### config.mk
export PLATFORM = sky130hd
export DESIGN_NAME = ucp_ctrl_pipe
export DESIGN_NICKNAME = d
export VERILOG_FILES = /design/src/pkg/ucp_pkg.sv /design/src/rtl/ucp_ctrl_pipe.sv
export SDC_FILE = /design/constraint.sdc
export NUM_CORES = 1
export LEC_CHECK = 0
export ABC_AREA = 0
export CORE_MARGIN = 3
export CORE_UTILIZATION = 45
export CTS_BUF_LIST = sky130_fd_sc_hd__clkbuf_8
export DETAILED_ROUTE_END_ITERATION = 6
export DONT_BUFFER_PORTS = 1
export PLACE_DENSITY = 0.7
export SLEW_MARGIN = 20
export SYNTH_ARGS = -nofsm -noshare
export SYNTH_HDL_FRONTEND = slang
export SYNTH_SLANG_ARGS = --single-unit
export TNS_END_PERCENT = 10
### constraint.sdc
create_clock -name clk_i -period 3.8 [get_ports clk_i]
set_input_delay 0.95 -clock clk_i [delete_from_list [all_inputs] [get_ports clk_i]]
set_output_delay 0.95 -clock clk_i [all_outputs]
set_load 0.005 [all_outputs]
### src/pkg/ucp_pkg.sv
package ucp_pkg;

    // Register offsets (byte addresses)
    localparam logic [7:0] CTL_PIPE_CONTROL_OFS   = 8'h60;
    localparam logic [7:0] PIPE_WINDOW_SELECT_OFS = 8'h64;
    localparam logic [7:0] PIPE_CONFIGURATION_OFS = 8'h68;
    localparam logic [7:0] CTL_PIPE_AUX_OFS       = 8'h70;

    // Control pipe control register fields
    localparam int BUF_FLAG_BIT     = 15;
    localparam int TOG_CLR_BIT      = 8;
    localparam int TOG_SET_BIT      = 7;
    localparam int TOG_MON_BIT      = 6;
    localparam int BUSY_BIT         = 5;
    localparam int STAT_CPL_BIT     = 2;
    localparam int RESP_LSB         = 0;

    // Auxiliary register fields
    localparam int PORT_DIR_BIT     = 0;
    localparam int SETUP_FLAG_BIT   = 1;
    localparam int AUTO_ADDR_BIT    = 2;

    // Window select
    localparam int              WIN_SEL_W    = 4;
    localparam logic [3:0]      WIN_NONE     = 4'h0;
    localparam logic [3:0]      WIN_LAST     = 4'h9;
    localparam int              NUM_PIPES    = 9;

    // Writable mask of the pipe configuration register
    localparam logic [15:0] PIPE_CFG_MASK = 16'hc79f;

    // Reset values
    localparam logic [15:0] PIPE_CFG_RST  = 16'h0000;
    localparam logic        TOG_MON_RST   = 1'b1;
    localparam logic [3:0]  WIN_SEL_RST   = 4'h0;

    // Handshake response encoding
    typedef enum logic [1:0] {
        RESP_NAK    = 2'b00,
        RESP_BUF    = 2'b01,
        RESP_STALL2 = 2'b10,
        RESP_STALL  = 2'b11
    } ucp_resp_t;

    // Transfer type encoding
    typedef enum logic [1:0] {
        XFER_OFF  = 2'b00,
        XFER_BULK = 2'b01,
        XFER_INTR = 2'b10,
        XFER_ISO  = 2'b11
    } ucp_xfer_t;

    // Per-pipe configuration layout
    typedef struct packed {
        ucp_xfer_t  xfer_type;              // 15:14
        logic [2:0] rsv_hi;                 // 13:11
        logic       ready_timing_select;    // 10
        logic       double_buffer_enable;   // 9
        logic       continuous_mode_enable; // 8
        logic       stop_at_end_enable;     // 7
        logic [1:0] rsv_mid;                // 6:5
        logic       direction;              // 4
        logic [3:0] endpoint_number;        // 3:0
    } ucp_pipe_cfg_t;

    // Events from the USB protocol engine for the control pipe
    typedef struct packed {
        logic setup_rcvd;     // Setup packet received correctly
        logic set_address;    // SET_ADDRESS request detected
        logic xact_start;     // Transaction on the pipe begins
        logic xact_done;      // Transaction completed normally
        logic pid_mismatch;   // Received DATA RESPONSE_SELECT did not match
        logic status_stage;   // Current transaction is in status stage
        logic oversize;       // Data beyond max packet size arrived
        logic seq_error;      // Control transfer sequence error
        logic bus_reset;      // USB bus reset detected
    } ucp_link_evt_t;

    // Buffer state of the control pipe FIFO
    typedef struct packed {
        logic rx_readable;    // Received data can be read
        logic tx_writable;    // Transmit data can be written
    } ucp_buf_state_t;

    // Register access port
    typedef struct packed {
        logic [7:0]  addr;
        logic [15:0] wdata;
        logic        wr;
        logic        rd;
    } ucp_reg_req_t;

endpackage

### src/rtl/ucp_ctrl_pipe.sv
// Local design decision: strobed register access.
`timescale 1ns/1ps
// Summary of operation
// - Buffer flag shows rx readable when direction select 0, tx writable when 1.
// - Writing 1 to toggle clear/set forces DATA0/DATA1; both read as zero.
// - Toggle monitor flips per normal transaction, not on DATA RESPONSE_SELECT mismatch.
// - A correct Setup packet sets the expected toggle to DATA1.
// - Status stage transactions never flip the toggle monitor.
// - Busy flag rises at transaction start, falls when it completes.
// - Status-complete with BUF response finishes the control transfer.
// - SET_ADDRESS runs autonomously, ignoring status-complete and response.
// - A new Setup packet clears status-complete.
// - Status-complete writes are ignored while setup-received flag is set.
// - Setup forces NAK, raises setup flag, blocks response writes until cleared.
// - Oversize data in BUF switches response to STALL, sequence error to STALL2.
// - USB bus reset forces response to NAK.
// - Select 1 to 9 maps the configuration window onto that pipe.
// - Select 0 reads zeros and discards window writes.
// - Type field: 00 off, 01 bulk, 10 interrupt, 11 isochronous.
// - Ready timing bit: 0 on send/receive, 1 after data read out.
// - Separate bits choose double buffer and continuous mode.
// - Receiving pipe with stop-at-end set goes to NAK at transfer end.
// - Direction bit 0 receive, 1 transmit; 4-bit endpoint number field.
module ucp_ctrl_pipe (
    input  wire logic                   clk_i,
    input  wire logic                   reset_n_i,
    input  wire ucp_pkg::ucp_reg_req_t  reg_req_i,
    output logic [15:0]                 reg_rdata_o,
    input  wire ucp_pkg::ucp_link_evt_t link_evt_i,
    input  wire ucp_pkg::ucp_buf_state_t buf_state_i,
    input  wire logic [8:0]             pipe_xfer_end_i,
    output ucp_pkg::ucp_resp_t          ctl_response_o,
    output logic                        ctl_toggle_o,
    output logic                        ctl_status_go_o,
    output logic                        ctl_auto_addr_o,
    output logic [8:0]                  pipe_stop_o,
    output ucp_pkg::ucp_pipe_cfg_t [8:0] pipe_cfg_o
);
    import ucp_pkg::*;

    // True when the window selects a real pipe
    function automatic logic win_valid(input logic [3:0] sel);
        win_valid = (sel != WIN_NONE) && (sel <= WIN_LAST);
    endfunction

    // Array index for a valid selection
    function automatic logic [3:0] win_index(input logic [3:0] sel);
        win_index = sel - 4'h1;
    endfunction

    // State registers
    ucp_resp_t      resp_q;
    logic           toggle_q;
    logic           busy_q;
    logic           stat_cpl_q;
    logic           setup_flag_q;
    logic           auto_addr_q;
    logic           port_dir_q;
    logic           buf_flag_q;
    logic [3:0]     win_sel_q;
    ucp_pipe_cfg_t  cfg_q [NUM_PIPES];
    logic [15:0]    rdata_q;
    logic [8:0]     stop_q;
    logic           status_go_q;

    // Decoded write strobes
    logic wr_ctl;
    logic wr_sel;
    logic wr_cfg;
    logic wr_aux;
    logic status_end;

    // Address decode of the write strobes
    always_comb begin
        wr_ctl = 1'b0;
        wr_sel = 1'b0;
        wr_cfg = 1'b0;
        wr_aux = 1'b0;
        if (reg_req_i.wr && reg_req_i.addr == CTL_PIPE_CONTROL_OFS) begin
            wr_ctl = 1'b1;
        end else if (reg_req_i.wr && reg_req_i.addr == PIPE_WINDOW_SELECT_OFS) begin
            wr_sel = 1'b1;
        end else if (reg_req_i.wr && reg_req_i.addr == PIPE_CONFIGURATION_OFS) begin
            wr_cfg = 1'b1;
        end else if (reg_req_i.wr && reg_req_i.addr == CTL_PIPE_AUX_OFS) begin
            wr_aux = 1'b1;
        end
    end

    // Normal end of a status stage transaction
    assign status_end = link_evt_i.xact_done && link_evt_i.status_stage;

    // Buffer access flag follows the port direction
    always_ff @(posedge clk_i or negedge reset_n_i) begin
        if (!reset_n_i) begin
            buf_flag_q <= 1'b0;
        end else begin
            buf_flag_q <= port_dir_q ? buf_state_i.tx_writable
                                     : buf_state_i.rx_readable;
        end
    end

    // Port direction select, software owned
    always_ff @(posedge clk_i or negedge reset_n_i) begin
        if (!reset_n_i) begin
            port_dir_q <= 1'b0;
        end else if (wr_aux) begin
            port_dir_q <= reg_req_i.wdata[PORT_DIR_BIT];
        end
    end

    // Expected data toggle
    always_ff @(posedge clk_i or negedge reset_n_i) begin
        if (!reset_n_i) begin
            toggle_q <= TOG_MON_RST;
        end else if (link_evt_i.setup_rcvd) begin
            toggle_q <= 1'b1;
        end else if (wr_ctl && reg_req_i.wdata[TOG_CLR_BIT]) begin
            toggle_q <= 1'b0;
        end else if (wr_ctl && reg_req_i.wdata[TOG_SET_BIT]) begin
            toggle_q <= 1'b1;
        end else if (link_evt_i.xact_done && !link_evt_i.pid_mismatch
                     && !link_evt_i.status_stage) begin
            toggle_q <= ~toggle_q;
        end
    end

    // Pipe busy tracking; a fresh start wins over a completion
    always_ff @(posedge clk_i or negedge reset_n_i) begin
        if (!reset_n_i) begin
            busy_q <= 1'b0;
        end else if (link_evt_i.xact_start) begin
            busy_q <= 1'b1;
        end else if (link_evt_i.xact_done) begin
            busy_q <= 1'b0;
        end
    end

    // Setup received flag; hardware set wins over software clear
    always_ff @(posedge clk_i or negedge reset_n_i) begin
        if (!reset_n_i) begin
            setup_flag_q <= 1'b0;
        end else if (link_evt_i.setup_rcvd) begin
            setup_flag_q <= 1'b1;
        end else if (wr_aux && !reg_req_i.wdata[SETUP_FLAG_BIT]) begin
            setup_flag_q <= 1'b0;
        end
    end

    // Status-complete request
    always_ff @(posedge clk_i or negedge reset_n_i) begin
        if (!reset_n_i) begin
            stat_cpl_q <= 1'b0;
        end else if (link_evt_i.setup_rcvd || link_evt_i.bus_reset) begin
            stat_cpl_q <= 1'b0;
        end else if (wr_ctl && reg_req_i.wdata[STAT_CPL_BIT] && !setup_flag_q) begin
            stat_cpl_q <= 1'b1;
        end else if (status_end) begin
            stat_cpl_q <= 1'b0;
        end
    end

    // Autonomous SET_ADDRESS handling
    always_ff @(posedge clk_i or negedge reset_n_i) begin
        if (!reset_n_i) begin
            auto_addr_q <= 1'b0;
        end else if (link_evt_i.bus_reset) begin
            auto_addr_q <= 1'b0;
        end else if (link_evt_i.set_address) begin
            auto_addr_q <= 1'b1;
        end else if (status_end) begin
            auto_addr_q <= 1'b0;
        end
    end

    // Handshake response field
    always_ff @(posedge clk_i or negedge reset_n_i) begin
        if (!reset_n_i) begin
            resp_q <= RESP_NAK;
        end else if (link_evt_i.bus_reset) begin
            resp_q <= RESP_NAK;
        end else if (link_evt_i.setup_rcvd) begin
            resp_q <= RESP_NAK;
        end else if (link_evt_i.oversize && resp_q == RESP_BUF) begin
            resp_q <= RESP_STALL;
        end else if (link_evt_i.seq_error) begin
            resp_q <= RESP_STALL2;
        end else if (wr_ctl && !setup_flag_q) begin
            resp_q <= ucp_resp_t'(reg_req_i.wdata[RESP_LSB +: 2]);
        end
    end

    // Status stage permission towards the protocol engine
    always_ff @(posedge clk_i or negedge reset_n_i) begin
        if (!reset_n_i) begin
            status_go_q <= 1'b0;
        end else begin
            status_go_q <= auto_addr_q
                || (stat_cpl_q && resp_q == RESP_BUF);
        end
    end

    // Pipe window select
    always_ff @(posedge clk_i or negedge reset_n_i) begin
        if (!reset_n_i) begin
            win_sel_q <= WIN_SEL_RST;
        end else if (wr_sel) begin
            win_sel_q <= reg_req_i.wdata[WIN_SEL_W-1:0];
        end
    end

    // Per-pipe configuration storage
    always_ff @(posedge clk_i or negedge reset_n_i) begin
        if (!reset_n_i) begin
            for (int i = 0; i < NUM_PIPES; i++) begin
                cfg_q[i] <= PIPE_CFG_RST;
            end
        end else if (wr_cfg && win_valid(win_sel_q)) begin
            cfg_q[win_index(win_sel_q)] <= reg_req_i.wdata & PIPE_CFG_MASK;
        end
    end

    // Stop-at-end pulses for receiving pipes
    always_ff @(posedge clk_i or negedge reset_n_i) begin
        if (!reset_n_i) begin
            stop_q <= '0;
        end else begin
            for (int i = 0; i < NUM_PIPES; i++) begin
                stop_q[i] <= pipe_xfer_end_i[i] && cfg_q[i].stop_at_end_enable
                             && !cfg_q[i].direction;
            end
        end
    end

    // Registered read data, one cycle after the read strobe
    always_ff @(posedge clk_i or negedge reset_n_i) begin
        if (!reset_n_i) begin
            rdata_q <= '0;
        end else if (reg_req_i.rd) begin
            rdata_q <= '0;
            if (reg_req_i.addr == CTL_PIPE_CONTROL_OFS) begin
                rdata_q[BUF_FLAG_BIT]        <= buf_flag_q;
                rdata_q[TOG_MON_BIT]         <= toggle_q;
                rdata_q[BUSY_BIT]            <= busy_q;
                rdata_q[RESP_LSB +: 2]       <= resp_q;
            end else if (reg_req_i.addr == PIPE_WINDOW_SELECT_OFS) begin
                rdata_q[WIN_SEL_W-1:0]       <= win_sel_q;
            end else if (reg_req_i.addr == PIPE_CONFIGURATION_OFS) begin
                if (win_valid(win_sel_q)) begin
                    rdata_q <= cfg_q[win_index(win_sel_q)];
                end
            end else if (reg_req_i.addr == CTL_PIPE_AUX_OFS) begin
                rdata_q[PORT_DIR_BIT]        <= port_dir_q;
                rdata_q[SETUP_FLAG_BIT]      <= setup_flag_q;
                rdata_q[AUTO_ADDR_BIT]       <= auto_addr_q;
            end
        end else begin
            rdata_q <= '0;
        end
    end

    // Outputs straight from flops
    assign reg_rdata_o     = rdata_q;
    assign ctl_response_o  = resp_q;
    assign ctl_toggle_o    = toggle_q;
    assign ctl_status_go_o = status_go_q;
    assign ctl_auto_addr_o = auto_addr_q;
    assign pipe_stop_o     = stop_q;

    // Configuration fields drive the pipe engines
    always_comb begin
        for (int i = 0; i < NUM_PIPES; i++) begin
            pipe_cfg_o[i] = cfg_q[i];
        end
    end

endmodule

# Word-level counts from Yosys, hierarchy flattened
# Cells that the tools add are included.
word_totals:
  reg_bits: 183
  inputBits: 48
  output_inout_bits: 174
  elab_cells: 209
op_classes:
  bitwise: 2
  reduce_logical: 58
  add_sub_neg: 1
  mux: 47
  order_cmp: 3
  n_eq_ne: 5
ops:
  columns: ["operator", "n"]
  rows:
  - ["$bwmux W144", 1]
  - ["$mux W16", 5]
  - ["$bmux W16 S4", 1]
  - ["$demux W16 S4", 1]
  - ["$logic_and A1 B1 Y1", 36]
  - ["$eq A8 B7 Y1 const B", 4]
  - ["$mux W1", 25]
  - ["$mux W2", 7]
  - ["$logic_not A1 Y1", 13]
  - ["$mux W13", 1]
  - ["$mux W12", 1]
  - ["$mux W3", 3]
  - ["$mux W8", 1]
  - ["$reduce_bool A4 Y1", 2]
  - ["$reduce_bool A3 Y1", 2]
  - ["$ge A5 B5 Y1 const B", 1]
  - ["$lt A5 B1 Y1 const B", 1]
  - ["$not A4 Y5", 1]
  - ["$reduce_bool A5 Y1", 1]
  - ["$le A4 B4 Y1 const B", 1]
  - ["$mux W4", 1]
  - ["$reduce_bool A2 Y1", 2]
  - ["$sub A4 B1 Y4 const B", 1]
  - ["$eq A2 B1 Y1 const B", 1]
  - ["2 further kinds", 3]

# Logic depth before layout (Yosys ltp)
logic_depth:
  word_depth: 10
  depth_mapped: 11
  depth_no_buf: 8

# Worst setup path before layout
# OpenSTA, ideal clock, no wires.
synth_timing:
  path_type: "input-to-reg"
  start: "in reg_req_i[20] (netlist bit)"
  end: "reg cfg_q (netlist bit pipe_cfg_o[132])"
  path_slack_ns: 0.934
  setup_ns: 0.125
  t_required_ns: 3.675
  arrival_ns: 2.741
  path_stages: 8
  n_path_buf: 2
  path_cell_list: "buf_6 nor4_4 inv_2 a2111oi_4 nand3_2 a221oi_2 buf_6 mux2_2"
synth_via:
  elab_chain_len: 6
  elab_cells_between_ends: 10
  classes_between: "eq/ne: 3; mux: 3; reduce/logical: 4"
synth_rtl:
  columns: ["element", "line", "text"]
  rows:
  - ["start: declaration", "ucp_ctrl_pipe.sv:27", "input wire ucp_pkg::ucp_reg_req_t reg_req_i,"]
  - ["$eq A8 B7 Y1", "ucp_ctrl_pipe.sv:83", "end else if (reg_req_i.wr && reg_req_i.addr == PIPE_CONFIGURATION_OFS) begin"]
  - ["$logic_and A1 B1 Y1", "ucp_ctrl_pipe.sv:83", null]
  - ["$mux W1", "ucp_ctrl_pipe.sv:83", null]
  - ["$mux W1", "ucp_ctrl_pipe.sv:81", "end else if (reg_req_i.wr && reg_req_i.addr == PIPE_WINDOW_SELECT_OFS) begin"]
  - ["$mux W1 *", "ucp_ctrl_pipe.sv:79", "if (reg_req_i.wr && reg_req_i.addr == CTL_PIPE_CONTROL_OFS) begin"]
  - ["$logic_and A1 B1 Y1 *", "ucp_ctrl_pipe.sv:218", "end else if (wr_cfg && win_valid(win_sel_q)) begin"]
  - ["end signal: indexed assignment", "ucp_ctrl_pipe.sv:219", "cfg_q[win_index(win_sel_q)] <= reg_req_i.wdata & PIPE_CFG_MASK;"]
  - ["end: declaration", "ucp_ctrl_pipe.sv:61", "ucp_pipe_cfg_t cfg_q [NUM_PIPES];"]
# Every way passes the cells marked *; elsewhere a longest branch is shown, timed or not.
# A chain may end at the register's enable or synchronous reset.

# Worst setup path in the final report
layout_timing:
  start: "reg win_sel_q[1]"
  end: "reg cfg_q (netlist bit pipe_cfg_o[51])"
layout_via:
  elab_chain_len: 7
  elab_cells_between_ends: 12
  classes_between: "add/sub: 1; order compare: 3; mux: 3; bitwise: 1; reduce/logical: 4"
layout_rtl:
  columns: ["element", "line", "text"]
  rows:
  - ["start: declaration", "ucp_ctrl_pipe.sv:60", "logic [3:0] win_sel_q;"]
  - ["start signal: assignment", "ucp_ctrl_pipe.sv:208", "win_sel_q <= reg_req_i.wdata[WIN_SEL_W-1:0];"]
  - ["$sub A4 B1 Y4", "ucp_ctrl_pipe.sv:48", "win_index = sel - 4'h1;"]
  - ["$not A4 Y5 (not written as such)", "ucp_ctrl_pipe.sv:219", null]
  - ["$ge A5 B5 Y1 (not written as such) or $lt A5 B1 Y1 (tied branches)", "ucp_ctrl_pipe.sv:219", null]
  - ["$logic_and A1 B1 Y1 (not written as such)", "ucp_ctrl_pipe.sv:219", null]
  - ["$mux W16 (not written as such)", "ucp_ctrl_pipe.sv:219", null]
  - ["$demux W16 S4", "ucp_ctrl_pipe.sv:219", null]
  - ["$bwmux W144", "ucp_ctrl_pipe.sv:219", null]
# Parallel ways exist; a longest one is shown, timed or not.

==> metrics.md <==
| Metric | Value |
|---|---|
| Initial core utilization | `0.462` |
| Min Tclk post-route | `3.01 ns` |
| Worst slew margin | `0.543` |
| GRT Util Overall | `0.215` |
| Post-synth cell types | `43` |
| Die area | `15800 um^2` |
| Ys Warns | `0` |
| Antenna Nets Post-Route | `0` |
| Vias per Instance | `5.71` |
| Synth area leader | `dfrtp_1` |
| Setup TNS | `0 ns` |
| Overflow after GRT | `0` |
| Diode count | `0` |
| Post-synth EDFFs | `0` |
| CP cell instances | `inv_1 > ha_1 > nor2_1 > o21ai_0 > a22oi_1 > and3_1 > buf_4 > mux2_2` |
| Initial DRT Pass Iterations | `4` |
| Slowest-stage cell, CP | `a22oi_1` |
| Worst Setup End Kind | `register` |
| Power consumption | `2.79 mW` |
| Top-area cell type share of the netlist area | `0.518` |
| Worst Tran Pin Value | `0.680 ns` |
| Port Buffers | `0` |
| Initial antenna violation count | `0` |
| CP max FO | `7` |
| Drt drc | `0` |
| Synth async-reset ratio | `1.00` |
| Routed length per instance | `24.4 um` |
| Hold WS | `0.209 ns` |
| Critical path required time | `4.12 ns` |
| Hold crit path type | `in -> async` |
| Top delay family on crit path | `compound AO/OA/AOI/OAI gates` |
| CP Class | `reg -> reg` |
| RSZ-0062 raised after global routing | `false` |
| Fin crit share | `0.792` |
| Peak supply drop | `389 uV` |
| CP Capture Point | `pipe_cfg_o[51]$_DFFE_PN0P_` |
| Final core utilization | `0.495` |
| Placed cells | `660` |
| Worst skew pair latency | `0.44 ns` |
| Top post-synthesis cells by area | `dfrtp_1 (52%), mux2_2 (18%), mux4_2 (7.7%)` |
| Final hold violation count | `0` |
| Die W | `126 um` |
| Slew Limit Fails | `0` |
| Number of global-route vias before repair | `4019` |
| Setup Buffers After CTS | `0` |
| Final instance area | `6920 um^2` |
| Core ar. | `14000 um^2` |
| Power Dens Cells | `403 nW/um^2` |
| CP startpoint kind | `register` |
| Max stage delay on crit path | `0.55 ns` |
| Run status | `finished, final reports clean` |
| Stages on worst setup path | `8` |
| Vias | `3948` |
| Largest net degree at the start of global routing | `136` |
| Main synth FF type | `dfrtp_1` |
| Placed inst area | `6500 um^2` |
| Sequential share of the synthesized area | `0.523` |
| Root buf cell | `clkbuf_8` |
| Non-filler cells, final | `692` |
| Reg-to-reg critical path startpoint | `win_sel_q[1]$_DFFE_PN0P_` |
| Reg2Reg Depth | `8` |
| CP Launch Point | `win_sel_q[1]$_DFFE_PN0P_` |
| Place WS | `0.719 ns` |
| Maximum clock rate | `332 MHz` |
| CTS tree | `built` |
| HPWL after DPL | `12100 um` |
| Sink Count | `135` |
| CP arrival | `3.33 ns` |
| Max-capacitance violation count | `0` |
| Final WL | `16900 um` |
| Final Worst Setup Slack | `0.791 ns` |
| Placer's final routability congestion estimate | `0.861` |
| Global-route wire length before repair | `25600 um` |
| IO Count | `222` |
| Fin nets | `553` |
| P_leak | `3.36 nW` |
| Cts repair resizes | `0` |
| DRT iter0 DRCs | `256` |
| Inserted Clock Buffers | `17` |
| Clk_skew | `0.00944 ns` |
| Syn_area_per_cell | `13.1 um^2` |
| Final setup vio count | `0` |
| Die Y | `126 um` |
| Clock Pin Slew Worst Setup and Hold Paths | `0.07 ns` |
| Clk buf depth | `2` |
| CP Buf/Inv Count | `2` |
| Area growth, synth to finish | `6.96%` |
| Post-Syn Area | `6470 um^2` |
| Reg2Reg Capture Point | `pipe_cfg_o[51]$_DFFE_PN0P_` |
| FP Rows | `43` |
| Cells after Synth | `492` |
| Hold Buf Count CTS | `0` |
| Layout cells sized above 1 | `0.352` |
| Setup slack, reg-to-reg | `0.79 ns` |
| FF+latch count, synth | `135` |
| H-tree lvl count | `4` |
## kinds of logic after synthesis
logic type | after synthesis | synth area share
other | 1 | 0.000580
and+or+nand+nor | 85 | 0.0644
muxes | 130 | 0.264
xor gates and xnor gates | 1 | 0.00135
DFF | 135 | 0.523
buffers and inverters | 82 | 0.0803
adders and majority gates | 6 | 0.0116
AOI/OAI and AO/OA | 52 | 0.0555
## cell usage in the layout (no fill, tap or decap), types with 5 or more instances in the layout
cell type / count
mux2i_1: 5
inv_1: 8
buf_4: 16
mux4_2: 22
a21o_1: 6
a22oi_1: 12
o21ai_0: 9
and3_1: 7
mux2_2: 103
ha_1: 6
a21oi_1: 15
nor2_1: 14
conb_1: 48
clkbuf_8: 23
nand2_1: 38
dfrtp_1: 133
## registers in the layout, indices dropped and copies added (netlist names)
name / count
buf_flag_q: 1
busy_q: 1
ctl_auto_addr_o: 1
ctl_response_o: 2
ctl_status_go_o: 1
ctl_toggle_o: 1
pipe_cfg_o: 99
pipe_stop_o: 9
port_dir_q: 1
reg_rdata_o: 13
setup_flag_q: 1
stat_cpl_q: 1
win_sel_q: 4
## Yosys cell counts (2+ instances only)
master and number:
nand2_1 38, inv_1 6, nor3_1 4, ha_1 6
or3_1 2, mux4_2 22, nand3_1 4, nand4b_1 2
nand2b_1 3, mux2_2 103, dfrtp_1 134, buf_1 3
a211oi_1 2, buf_4 49, clkbuf_1 11, buf_6 2
o21ai_0 9, mux2i_1 5, nor2b_1 2, nand4_1 4
a22oi_1 12, a21o_1 6, nor2_1 14, and3_1 7
a31oi_1 2, buf_2 9, a21oi_1 15
## where the power goes
part | internal, mW | switching, mW | leakage [nW]
registers | 1.44 | 0.0111 | 1.86
clock network | 0.682 | 0.538 | 0.220
logic | 0.0401 | 0.0720 | 1.28
## how the worst min path moves through the flow
stage	startpoint	end	slack, ns	cells past startpoint
4_1_cts	reset_n_i	pipe_cfg_o[58]$_DFFE_PN0P_	0.17	0
3_5_place_dp	stat_cpl_q$_DFFE_PN0P_	ctl_status_go_o$_DFF_PN0_	0.46	1
3_3_place_gp	busy_q$_DFFE_PN0P_	busy_q$_DFFE_PN0P_	0.46	1
2_1_floorplan	busy_q$_DFFE_PN0P_	busy_q$_DFFE_PN0P_	0.44	1
6_report	reset_n_i	pipe_cfg_o[42]$_DFFE_PN0P_	0.21	0
5_1_grt	reset_n_i	pipe_cfg_o[58]$_DFFE_PN0P_	0.16	0
## metal layers
metal / wire, um / GRT usage
met1: 6420 / 0.268
met2: 8350 / 0.343
met3: 1890 / 0.0971
met4: 187 / 0.0587
met5: 0 / 0
## area by class of cell
| cell class | instances | area [um^2] |
|---|---|---|
| Clock buffer | 23 | 317 |
| Clock inverter | 9 | 98.8 |
| Fill cell | 1222 | 7070 |
| Inverter | 7 | 26.3 |
| Multi-Input combinational cell | 322 | 2750 |
| Sequential cell | 135 | 3380 |
| Tap cell | 180 | 225 |
| Timing Repair Buffer | 16 | 120 |
## worst reg2reg max path: cells and delay by family, from the launching register on
family          cells  cell delay [ns]
compound gates      2             0.70
fa+ha+maj           1             0.28
mux                 1             0.33
buf+inv             2             0.41
flops               1             0.48
simple gates        2             0.69
Note: power is estimated with default switching activity, not from simulation.
